[src/tcp_map.svh]
`ifndef TCP_MAP_SVH
`define TCP_MAP_SVH

// ----------------------------------------------------------------------
// Reset and reload values
// ----------------------------------------------------------------------
`define TCP_CMP_RESET     8'h00
`define TCP_CNT_RELOAD    8'hFC
`define TCP_CNT_WRAP      8'h00
`define TCP_CAP1_PULSE    16'hFFFD
`define TCP_CMP_STEP      8'h01

// ----------------------------------------------------------------------
// Prescaler selection codes and division ratios
// ----------------------------------------------------------------------
`define TCP_SEL_DIV2      2'h0
`define TCP_SEL_DIV4      2'h1
`define TCP_SEL_DIV8      2'h2
`define TCP_SEL_SLOW      2'h3
`define TCP_DIV2          14'h0002
`define TCP_DIV4          14'h0004
`define TCP_DIV8          14'h0008
`define TCP_DIV_SLOW      14'h1F40
`define TCP_PRE_ZERO      14'h0000
`define TCP_PRE_ONE       14'h0001

`endif

[src/tcp_pkg.sv]
package tcp_pkg;

   typedef logic [7:0] tcp_byte_type;

   typedef enum logic [1:0] {
      TCP_MODE_NORMAL,
      TCP_MODE_PULSE,
      TCP_MODE_PWM
   } tcp_mode_type;

endpackage : tcp_pkg

[src/tcp_tick_if.sv]
`timescale 1ns/10ps
interface tcp_tick_if;
   logic [1:0] sel;
   logic       tick;

   modport src (input sel, output tick);
   modport dst (output sel, input tick);
endinterface : tcp_tick_if

[src/tcp_prescaler.sv]
`timescale 1ns/10ps
`include "tcp_map.svh"

// ----------------------------------------------------------------------
// Timer clock enable divider
// ----------------------------------------------------------------------
module tcp_prescaler #(
   parameter logic [13:0] DIV_SLOW = `TCP_DIV_SLOW
) (
   input  wire logic i_core_clk,
   input  wire logic i_rst_b,
   tcp_tick_if.src   tick_if
);

   generate
      if (DIV_SLOW < `TCP_DIV2) begin : g_bad_div
         $error("Slow division ratio must be at least two.");
      end
   endgenerate

   logic [13:0] cnt_q;
   logic [13:0] cnt_d;
   logic        tick_q;
   logic        tick_d;
   logic [13:0] div_last;

   always_comb begin
      case (tick_if.sel)
         `TCP_SEL_DIV2: div_last = `TCP_DIV2 - `TCP_PRE_ONE;
         `TCP_SEL_DIV4: div_last = `TCP_DIV4 - `TCP_PRE_ONE;
         `TCP_SEL_DIV8: div_last = `TCP_DIV8 - `TCP_PRE_ONE;
         default:       div_last = DIV_SLOW - `TCP_PRE_ONE;
      endcase
      // A selection change past the current count restarts the period.
      if (cnt_q >= div_last) begin
         cnt_d  = `TCP_PRE_ZERO;
         tick_d = 1'b1;
      end else begin
         cnt_d  = cnt_q + `TCP_PRE_ONE;
         tick_d = 1'b0;
      end
   end

   always_ff @(posedge i_core_clk) begin
      if (!i_rst_b) begin
         cnt_q  <= `TCP_PRE_ZERO;
         tick_q <= 1'b0;
      end else begin
         cnt_q  <= cnt_d;
         tick_q <= tick_d;
      end
   end

   assign tick_if.tick = tick_q;

endmodule : tcp_prescaler

[src/tcp_compare.sv]
`timescale 1ns/10ps
`include "tcp_map.svh"

// What this block does
// Reset clears both compare values to zero.
// Compare values software owned, hardware never modifies.
// Match sets flag, drives level, raises interrupt.
// Output pin latches held low in reset.
// Flag clears after status read then access.
// Disabled pin ignores match; interrupt still possible.
// Divide-by-two matches equal, others equal plus one.
// Prescaler divides by 2, 4, 8, 8000.
// Force copies level, no flag, no interrupt.
// Force ignored in pulse or PWM mode.
// Pulse trigger reloads counter, starts pulse, captures.
// Compare 1 match in pulse mode ends pulse.
// Pulse mode: flag 1 never, flag 2 works.
// PWM wins when both modes selected.
// Modes disable capture 1; capture 2 remains.
// Pulse mode: channel 2 gives no waveform.
// PWM compare values double buffered per period.
// PWM compare 2 match reloads counter.
// PWM pin takes level 1, then level 2.
// PWM mode never sets compare flags.
// PWM compare 2 match sets capture flag 1.
// Software handler checks and clears both flags.
// Counter counts up; rollover sets overflow flag.
module tcp_compare #(
   parameter logic [13:0] DIV_SLOW = `TCP_DIV_SLOW
) (
   input  wire logic       i_core_clk,
   input  wire logic       i_rst_b,
   input  wire logic [7:0] i_wdata,
   input  wire logic       i_cmp1_wr,
   input  wire logic       i_cmp2_wr,
   input  wire logic       i_cmp1_rd,
   input  wire logic       i_cmp2_rd,
   input  wire logic       i_cap1_rd,
   input  wire logic       i_cap2_rd,
   input  wire logic       i_cnt_rd,
   input  wire logic       i_cnt_wr,
   input  wire logic       i_status_rd,
   input  wire logic       i_capture_irq_enable,
   input  wire logic       i_compare_irq_enable,
   input  wire logic       i_overflow_irq_enable,
   input  wire logic       i_force_level_bit_1,
   input  wire logic       i_force_level_bit_2,
   input  wire logic       i_level_bit_first,
   input  wire logic       i_level_bit_second,
   input  wire logic       i_capture1_edge_select,
   input  wire logic       i_capture2_edge_select,
   input  wire logic       i_compare_pin1_enable,
   input  wire logic       i_compare_pin2_enable,
   input  wire logic       i_single_pulse_select,
   input  wire logic       i_pwm_select,
   input  wire logic [1:0] i_prescale_select,
   input  wire logic       i_cpu_irq_mask,
   input  wire logic       i_capture_in_pin1,
   input  wire logic       i_capture_in_pin2,
   output logic            o_compare_out_pin1,
   output logic            o_compare_out_pin1_oe,
   output logic            o_compare_out_pin2,
   output logic            o_compare_out_pin2_oe,
   output logic [7:0]      o_compare_value_1,
   output logic [7:0]      o_compare_value_2,
   output logic [7:0]      o_capture_value_1,
   output logic [7:0]      o_capture_value_2,
   output logic [7:0]      o_counter,
   output logic            o_match_flag_1,
   output logic            o_match_flag_2,
   output logic            o_capture_flag_1,
   output logic            o_capture_flag_2,
   output logic            o_overflow_flag,
   output logic            o_timer_irq
);

   // -------------------------------------------------------------------
   // Helper functions
   // -------------------------------------------------------------------
   function automatic logic cmp_hit(input tcp_pkg::tcp_byte_type cnt,
                                    input tcp_pkg::tcp_byte_type val,
                                    input logic                  fast);
      tcp_pkg::tcp_byte_type tgt;
      tgt = fast ? val : val + `TCP_CMP_STEP;
      return cnt == tgt;
   endfunction : cmp_hit

   // Returns {arm, flag}; a set in the clearing cycle wins.
   function automatic logic [1:0] flag_next(input logic set,
                                            input logic flag,
                                            input logic arm,
                                            input logic status_rd,
                                            input logic access);
      logic clr;
      logic arm_n;
      clr   = arm & access;
      arm_n = (status_rd & flag) | (arm & ~access);
      return {arm_n & ~set, set | (flag & ~clr)};
   endfunction : flag_next

   // -------------------------------------------------------------------
   // Prescaler and input synchronisers
   // -------------------------------------------------------------------
   tcp_tick_if tick_if ();
   assign tick_if.sel = i_prescale_select;

   tcp_prescaler #(
      .DIV_SLOW (DIV_SLOW)
   ) u_pre (
      .i_core_clk (i_core_clk),
      .i_rst_b    (i_rst_b),
      .tick_if    (tick_if.src)
   );

   logic [1:0] sync1_q;
   logic [1:0] sync2_q;
   logic [1:0] prev_q;
   logic       tick_q;

   always_ff @(posedge i_core_clk) begin
      if (!i_rst_b) begin
         sync1_q <= 2'h0;
         sync2_q <= 2'h0;
         prev_q  <= 2'h0;
         tick_q  <= 1'b0;
      end else begin
         sync1_q <= {i_capture_in_pin2, i_capture_in_pin1};
         sync2_q <= sync1_q;
         prev_q  <= sync2_q;
         tick_q  <= tick_if.tick;
      end
   end

   // -------------------------------------------------------------------
   // Mode and event decode
   // -------------------------------------------------------------------
   tcp_pkg::tcp_mode_type mode;
   logic                  fast;
   logic                  edge1;
   logic                  edge2;
   logic                  hit1;
   logic                  hit2;

   tcp_pkg::tcp_byte_type cmp1_q;
   tcp_pkg::tcp_byte_type cmp2_q;
   tcp_pkg::tcp_byte_type act1_q;
   tcp_pkg::tcp_byte_type act2_q;
   tcp_pkg::tcp_byte_type cnt_q;
   tcp_pkg::tcp_byte_type cap1_q;
   tcp_pkg::tcp_byte_type cap2_q;

   always_comb begin
      if (i_pwm_select) begin
         mode = tcp_pkg::TCP_MODE_PWM;
      end else if (i_single_pulse_select) begin
         mode = tcp_pkg::TCP_MODE_PULSE;
      end else begin
         mode = tcp_pkg::TCP_MODE_NORMAL;
      end
      fast  = i_prescale_select == `TCP_SEL_DIV2;
      edge1 = (sync2_q[0] ^ prev_q[0])
            & (sync2_q[0] == i_capture1_edge_select);
      edge2 = (sync2_q[1] ^ prev_q[1])
            & (sync2_q[1] == i_capture2_edge_select);
      // One pulse per counter value, on the cycle after it changes.
      hit1 = tick_q & cmp_hit(cnt_q, (mode == tcp_pkg::TCP_MODE_PWM)
                                     ? act1_q : cmp1_q, fast);
      hit2 = tick_q & cmp_hit(cnt_q, (mode == tcp_pkg::TCP_MODE_PWM)
                                     ? act2_q : cmp2_q, fast);
   end

   // -------------------------------------------------------------------
   // Timer state
   // -------------------------------------------------------------------
   logic                  pin1_q;
   logic                  pin2_q;
   logic                  oe1_q;
   logic                  oe2_q;
   logic                  irq_q;
   logic [4:0]            flag_q;
   logic [4:0]            arm_q;
   tcp_pkg::tcp_byte_type cmp1_d;
   tcp_pkg::tcp_byte_type cmp2_d;
   tcp_pkg::tcp_byte_type act1_d;
   tcp_pkg::tcp_byte_type act2_d;
   tcp_pkg::tcp_byte_type cnt_d;
   tcp_pkg::tcp_byte_type cap1_d;
   tcp_pkg::tcp_byte_type cap2_d;
   logic                  pin1_d;
   logic                  pin2_d;
   logic                  irq_d;
   logic [4:0]            flag_d;
   logic [4:0]            arm_d;
   logic [4:0]            set;
   logic [4:0]            access;
   logic [1:0]            fa;

   always_comb begin
      // Only software writes reach the compare values.
      cmp1_d = i_cmp1_wr ? i_wdata : cmp1_q;
      cmp2_d = i_cmp2_wr ? i_wdata : cmp2_q;
      // Outside PWM the buffers track the software values directly.
      act1_d = (mode == tcp_pkg::TCP_MODE_PWM) ? act1_q : cmp1_q;
      act2_d = (mode == tcp_pkg::TCP_MODE_PWM) ? act2_q : cmp2_q;
      cnt_d  = cnt_q;
      cap1_d = cap1_q;
      cap2_d = edge2 ? cnt_q : cap2_q;
      pin1_d = pin1_q;
      pin2_d = pin2_q;
      set    = 5'h00;
      fa     = 2'h0;
      set[4] = tick_q && cnt_q == `TCP_CNT_WRAP;
      set[3] = edge2;
      if (tick_if.tick) begin
         cnt_d = cnt_q + `TCP_CMP_STEP;
      end

      case (mode)
         tcp_pkg::TCP_MODE_PWM: begin
            if (hit1 && i_compare_pin1_enable) begin
               pin1_d = i_level_bit_first;
            end
            if (hit2) begin
               cnt_d  = `TCP_CNT_RELOAD;
               act1_d = cmp1_q;
               act2_d = cmp2_q;
               set[2] = 1'b1;
               if (i_compare_pin1_enable) begin
                  pin1_d = i_level_bit_second;
               end
            end
            // Neither match flag is set here. R20
         end
         tcp_pkg::TCP_MODE_PULSE: begin
            if (hit1 && i_compare_pin1_enable) begin
               pin1_d = i_level_bit_first;
            end
            if (edge1) begin
               cnt_d  = `TCP_CNT_RELOAD;
               cap1_d = 8'(`TCP_CAP1_PULSE);
               set[2] = 1'b1;
               if (i_compare_pin1_enable) begin
                  pin1_d = i_level_bit_second;
               end
            end
            set[1] = hit2;
         end
         default: begin
            if (edge1) begin
               cap1_d = cnt_q;
               set[2] = 1'b1;
            end
            set[0] = hit1;
            set[1] = hit2;
            if (i_compare_pin1_enable
                && (hit1 || i_force_level_bit_1)) begin
               pin1_d = i_level_bit_first;
            end
            if (i_compare_pin2_enable
                && (hit2 || i_force_level_bit_2)) begin
               pin2_d = i_level_bit_second;
            end
         end
      endcase
      // A counter write wins over every other reload.
      cnt_d = i_cnt_wr ? `TCP_CNT_RELOAD : cnt_d;

      access = {i_cnt_rd | i_cnt_wr, i_cap2_rd, i_cap1_rd,
                i_cmp2_rd | i_cmp2_wr, i_cmp1_rd | i_cmp1_wr};
      for (int k = 0; k < 5; k++) begin
         fa = flag_next(set[k], flag_q[k], arm_q[k], i_status_rd,
                        access[k]);
         arm_d[k]  = fa[1];
         flag_d[k] = fa[0];
      end

      irq_d = ~i_cpu_irq_mask
            & ((i_compare_irq_enable & (flag_q[0] | flag_q[1]))
             | (i_capture_irq_enable & (flag_q[2] | flag_q[3]))
             | (i_overflow_irq_enable & flag_q[4]));
   end

   always_ff @(posedge i_core_clk) begin
      if (!i_rst_b) begin
         cmp1_q <= `TCP_CMP_RESET;
         cmp2_q <= `TCP_CMP_RESET;
         act1_q <= `TCP_CMP_RESET;
         act2_q <= `TCP_CMP_RESET;
         cnt_q  <= `TCP_CNT_RELOAD;
         cap1_q <= `TCP_CMP_RESET;
         cap2_q <= `TCP_CMP_RESET;
         pin1_q <= 1'b0;
         pin2_q <= 1'b0;
         oe1_q  <= 1'b0;
         oe2_q  <= 1'b0;
         irq_q  <= 1'b0;
         flag_q <= 5'h00;
         arm_q  <= 5'h00;
      end else begin
         cmp1_q <= cmp1_d;
         cmp2_q <= cmp2_d;
         act1_q <= act1_d;
         act2_q <= act2_d;
         cnt_q  <= cnt_d;
         cap1_q <= cap1_d;
         cap2_q <= cap2_d;
         pin1_q <= pin1_d;
         pin2_q <= pin2_d;
         oe1_q  <= i_compare_pin1_enable;
         oe2_q  <= i_compare_pin2_enable;
         irq_q  <= irq_d;
         flag_q <= flag_d;
         arm_q  <= arm_d;
      end
   end

   // -------------------------------------------------------------------
   // Outputs
   // -------------------------------------------------------------------
   assign o_compare_out_pin1    = pin1_q;
   assign o_compare_out_pin1_oe = oe1_q;
   assign o_compare_out_pin2    = pin2_q;
   assign o_compare_out_pin2_oe = oe2_q;
   assign o_compare_value_1     = cmp1_q;
   assign o_compare_value_2     = cmp2_q;
   assign o_capture_value_1     = cap1_q;
   assign o_capture_value_2     = cap2_q;
   assign o_counter             = cnt_q;
   assign o_match_flag_1        = flag_q[0];
   assign o_match_flag_2        = flag_q[1];
   assign o_capture_flag_1      = flag_q[2];
   assign o_capture_flag_2      = flag_q[3];
   assign o_overflow_flag       = flag_q[4];
   assign o_timer_irq           = irq_q;

endmodule : tcp_compare

[config.mk]
export PLATFORM = sky130hd
export DESIGN_NAME = tcp_compare
export DESIGN_NICKNAME = d
export VERILOG_FILES = /design/src/tcp_pkg.sv /design/src/tcp_tick_if.sv /design/src/tcp_prescaler.sv /design/src/tcp_compare.sv
export VERILOG_INCLUDE_DIRS = /design/src
export SDC_FILE = /design/constraint.sdc
export NUM_CORES = 1
export LEC_CHECK = 0
export BUFFER_PORTS_ARGS = -buffer_cell sky130_fd_sc_hd__buf_2
export CORE_ASPECT_RATIO = 2
export CORE_MARGIN = 10
export CORE_UTILIZATION = 43
export CTS_BUF_LIST = sky130_fd_sc_hd__clkbuf_16
export DETAILED_ROUTE_END_ITERATION = 10
export GPL_TIMING_DRIVEN = 0
export SLEW_MARGIN = 25
export SYNTH_ARGS = -nofsm -noshare
export SYNTH_HDL_FRONTEND = slang
export SYNTH_HIERARCHICAL = 1
export SYNTH_SLANG_ARGS = --single-unit
[constraint.sdc]
create_clock -name i_core_clk -period 3.8 [get_ports i_core_clk]
set_input_delay 0.57 -clock i_core_clk [delete_from_list [all_inputs] [get_ports i_core_clk]]
set_output_delay 0.57 -clock i_core_clk [all_outputs]
set_load 0.01 [all_outputs]
==> flow_metrics.env <==
export IMPL_io_buffers=83
export IMPL_antenna_left=0
export IMPL_post_drt_wl_per_cell_um=19.1
export IMPL_grt_util_all_layers_pct=18.3
export IMPL_synth_net_count=569
export IMPL_antenna_found_initial=0
export IMPL_cts_setup_buffers=0
export IMPL_fp_coreArea_sq_mm=0.0109
export IMPL_maxCapViolations=0
export IMPL_ys_dominant_reg_cell="sky130_fd_sc_hd__dfxtp_1"
export IMPL_launching_instance_or_port_of_the_critical_path="o_compare_value_2[0]$_SDFFE_PN0P_"
export IMPL_gp_congestion=0.966
export IMPL_worst_hold_path_type="input pin to flip-flop"
export IMPL_grt_pass1_vias=4311
export IMPL_synthesis_yosys_warnings=6
export IMPL_yosys_register_bits=93
export IMPL_final_design_area_no_fill_sq_mm=0.00565
export IMPL_post_dp_cell_area_sq_mm=0.00537
export IMPL_dr_total_vias=4144
export IMPL_tritoncts="yes"
export IMPL_clk_insertion_delay_late_ns=0.35
export IMPL_drt_vias_per_instance=5.48
export IMPL_status="completed"
export IMPL_number_of_gates_resized_after_cts=0
export IMPL_cts_clk_slew_worst_paths_ns=0.07
export IMPL_worst_r2r_setup_slack_ns=0.64
export IMPL_critPathKind="flip-flop to flip-flop"
export IMPL_rsz0062_at_grt="false"
export IMPL_setup_tns_ns=0
export IMPL_max_vdd_ir_drop_mv=0.257
export IMPL_maxClockFrequency_mhz=317
export IMPL_cts_hold_repair_buffers=0
export IMPL_timing_clock_skew_ns=0.00817
export IMPL_dp_final_hpwl_mm=11.4
export IMPL_final_setup_fails=0
export IMPL_post_synth_cell_area_avg_sq_um=9.24
export IMPL_critical_path_peak_fanout=9
export IMPL_synth_enable_flop_cells=0
export IMPL_floorplan_die_height_um=169
export IMPL_ios=87
export IMPL_clockRootBuffer="sky130_fd_sc_hd__clkbuf_16"
export IMPL_drt_first_iter_violations=163
export IMPL_yosysUniqueCellTypes=72
export IMPL_regToRegEndpoint="o_compare_out_pin1$_SDFFE_PN0P_"
export IMPL_standard_cell_rows=54
export IMPL_cp_start_kind="flip-flop"
export IMPL_arrival_ns=3.41
export IMPL_finish_net_count=663
export IMPL_synth_async_reset_ratio_pct=0
export IMPL_synth_sequential_area_ratio_pct=39.0
export IMPL_drive_above_1_share_pct=20.5
export IMPL_timing_max_transition_violations_final=0
export IMPL_num_antenna_cells=0
export IMPL_drt_pass1_iterations=4
export IMPL_finalCritPeriodShare_pct=83.1
export IMPL_worst_r2r_startpoint="o_compare_value_2[0]$_SDFFE_PN0P_"
export IMPL_drt_drc_violations_left=0
export IMPL_drt_total_wl_mm=14.4
export IMPL_worstPathRequired_ns=4.06
export IMPL_numCtsBuffers=9
export IMPL_headroom_to_the_max_slew_limit_pct=44.2
export IMPL_reg2reg_depth=10
export IMPL_largest_net_degree_at_the_start_of_global_routing=17
export IMPL_design_die_area_sq_mm=0.0160
export IMPL_synthToLayoutAreaGrowth_pct=18.1
export IMPL_power_leakage_nw=2.38
export IMPL_cts_htree_levels=3
export IMPL_grt_first_pass_wirelength_mm=22.8
export IMPL_final_min_clock_period_ns=3.16
export IMPL_initial_core_util_pct=43.9
export IMPL_cp_end_kind="flip-flop"
export IMPL_gr_ovfl_total=0
export IMPL_final_hold_viol_count=0
export IMPL_powerDensity_mw_per_mm2=375
export IMPL_cts_sinks=93
export IMPL_floorplan_die_width_um=94.5
export IMPL_gate_count_of_the_mapped_netlist=517
export IMPL_synth_cell_area_sq_mm=0.00478
export IMPL_ctsLongestPathBuffers=2
export IMPL_tightest_slew_ns=0.837
export IMPL_endpoint="o_compare_out_pin1$_SDFFE_PN0P_"
[power breakdown]
part / switching, mW / internal (mW)
combinational: 0.130 / 0.101
clock: 0.401 / 0.447
sequential: 0.0302 / 1.01
total: 0.562 / 1.55
[per-layer routing]
layer  track usage (%)  up-vias  routed length [um]
met2              36.2       86                8340
met5                 0        -                   0
met1              17.1     2016                5080
li1                  -     2019                   -
met3              3.77       23                 567
met4              7.33        0                 429
[worst max-delay path: stages, from the launching register on]
cell and delay (ns):
sky130_fd_sc_hd__dfxtp_1 0.40, sky130_fd_sc_hd__mux2_2 0.23, sky130_fd_sc_hd__ha_1 0.22, sky130_fd_sc_hd__o21ai_0 0.20, sky130_fd_sc_hd__a221oi_1 0.33, sky130_fd_sc_hd__xnor2_1 0.16, sky130_fd_sc_hd__nand3b_1 0.16, sky130_fd_sc_hd__nor4_4 0.64
sky130_fd_sc_hd__a22oi_1 0.23, sky130_fd_sc_hd__a2bb2oi_1 0.20, sky130_fd_sc_hd__a311oi_2 0.30
[cells in the mapped netlist, types with 7 or more instances]
master | n | area [sq um]
sky130_fd_sc_hd__o22ai_1 | 7 | 43.8
sky130_fd_sc_hd__xnor2_1 | 24 | 210
sky130_fd_sc_hd__and2_1 | 10 | 62.6
sky130_fd_sc_hd__a21oi_1 | 19 | 95.1
sky130_fd_sc_hd__dfxtp_1 | 93 | 1860
sky130_fd_sc_hd__nand4_1 | 7 | 43.8
sky130_fd_sc_hd__nand3_1 | 16 | 80.1
sky130_fd_sc_hd__xor2_1 | 10 | 87.6
sky130_fd_sc_hd__mux2i_1 | 49 | 490
sky130_fd_sc_hd__nor3_1 | 23 | 115
sky130_fd_sc_hd__o21ai_0 | 16 | 80.1
sky130_fd_sc_hd__inv_1 | 16 | 60.1
sky130_fd_sc_hd__clkbuf_1 | 15 | 56.3
sky130_fd_sc_hd__nor2_1 | 67 | 251
sky130_fd_sc_hd__nand2_1 | 33 | 124
sky130_fd_sc_hd__ha_1 | 15 | 188
[final cells by class]
type,instances,area (sq um)
buffer,27,160
clock buffer,9,225
clock inverter,7,51.3
fill,1073,5230
inverter,17,63.8
multi-input combinational,380,2690
sequential,93,1860
tap,140,175
timing repair buffer,83,415
[flip-flops by register name, indices dropped and copies added, names as in the netlist, 2 cells and up]
signal,cells
flag_q,5
o_counter,8
o_compare_value_2,8
o_compare_value_1,8
o_capture_value_1,8
o_capture_value_2,8
act2_q,8
sync2_q,2
prev_q,2
sync1_q,2
arm_q,5
act1_q,8
u_pre/cnt_q,14
[cells by family after synthesis]
kind of cell,share of synthesized area (%)
muxes,12.5
xor gates and xnor gates,7.17
adders and majority gates,3.93
DFF,39.0
and+or+nand+nor,20.3
buffers and inverters,4.69
AOI/OAI and AO/OA,12.4
[metrics by stage]
step	util, %	std cells	power [mW]	hold WS [ns]	worst slack (ns)
after detailed placement	49.4	740	1.29	0.421	0.298
after floorplan	-	517	1.20	0.412	0.702
after global placement	49.4	740	1.28	0.415	0.349
after CTS	51.9	756	2.14	0.359	0.638
after global routing	51.9	756	2.20	0.362	0.353
final	51.9	756	2.12	0.368	0.642
[worst min-delay path by stage]
stage	endpoint	slack [ns]	from	depth (start not counted)
floorplan	sync2_q[0]$_SDFF_PN0_	0.41	sync1_q[0]$_SDFF_PN0_	1
global placement	sync2_q[1]$_SDFF_PN0_	0.42	sync1_q[1]$_SDFF_PN0_	1
detailed placement	sync2_q[1]$_SDFF_PN0_	0.42	sync1_q[1]$_SDFF_PN0_	1
CTS	o_timer_irq$_SDFF_PN0_	0.36	i_cpu_irq_mask	2
global route	o_timer_irq$_SDFF_PN0_	0.36	i_cpu_irq_mask	2
finish	o_timer_irq$_SDFF_PN0_	0.37	i_cpu_irq_mask	2
[cell usage in the layout, fill, tap and decap left out, types with 7 or more instances in the layout]
| cell | Yosys | final |
|---|---|---|
| sky130_fd_sc_hd__o22ai_1 | 7 | 7 |
| sky130_fd_sc_hd__a21oi_1 | 19 | 19 |
| sky130_fd_sc_hd__and2_1 | 10 | 10 |
| sky130_fd_sc_hd__nand3_1 | 16 | 16 |
| sky130_fd_sc_hd__xor2_1 | 10 | 10 |
| sky130_fd_sc_hd__xnor2_1 | 24 | 24 |
| sky130_fd_sc_hd__o21ai_0 | 16 | 16 |
| sky130_fd_sc_hd__mux2i_1 | 49 | 49 |
| sky130_fd_sc_hd__clkbuf_16 | 0 | 9 |
| sky130_fd_sc_hd__clkbuf_1 | 15 | 15 |
| sky130_fd_sc_hd__nor3_1 | 23 | 23 |
| sky130_fd_sc_hd__dfxtp_1 | 93 | 93 |
| sky130_fd_sc_hd__nand2_1 | 33 | 33 |
| sky130_fd_sc_hd__inv_1 | 16 | 17 |
| sky130_fd_sc_hd__ha_1 | 15 | 15 |
| sky130_fd_sc_hd__nor2_1 | 67 | 67 |
| sky130_fd_sc_hd__nand4_1 | 7 | 7 |
| sky130_fd_sc_hd__buf_2 | 2 | 85 |
Note: power is estimated with default switching activity, not from simulation.
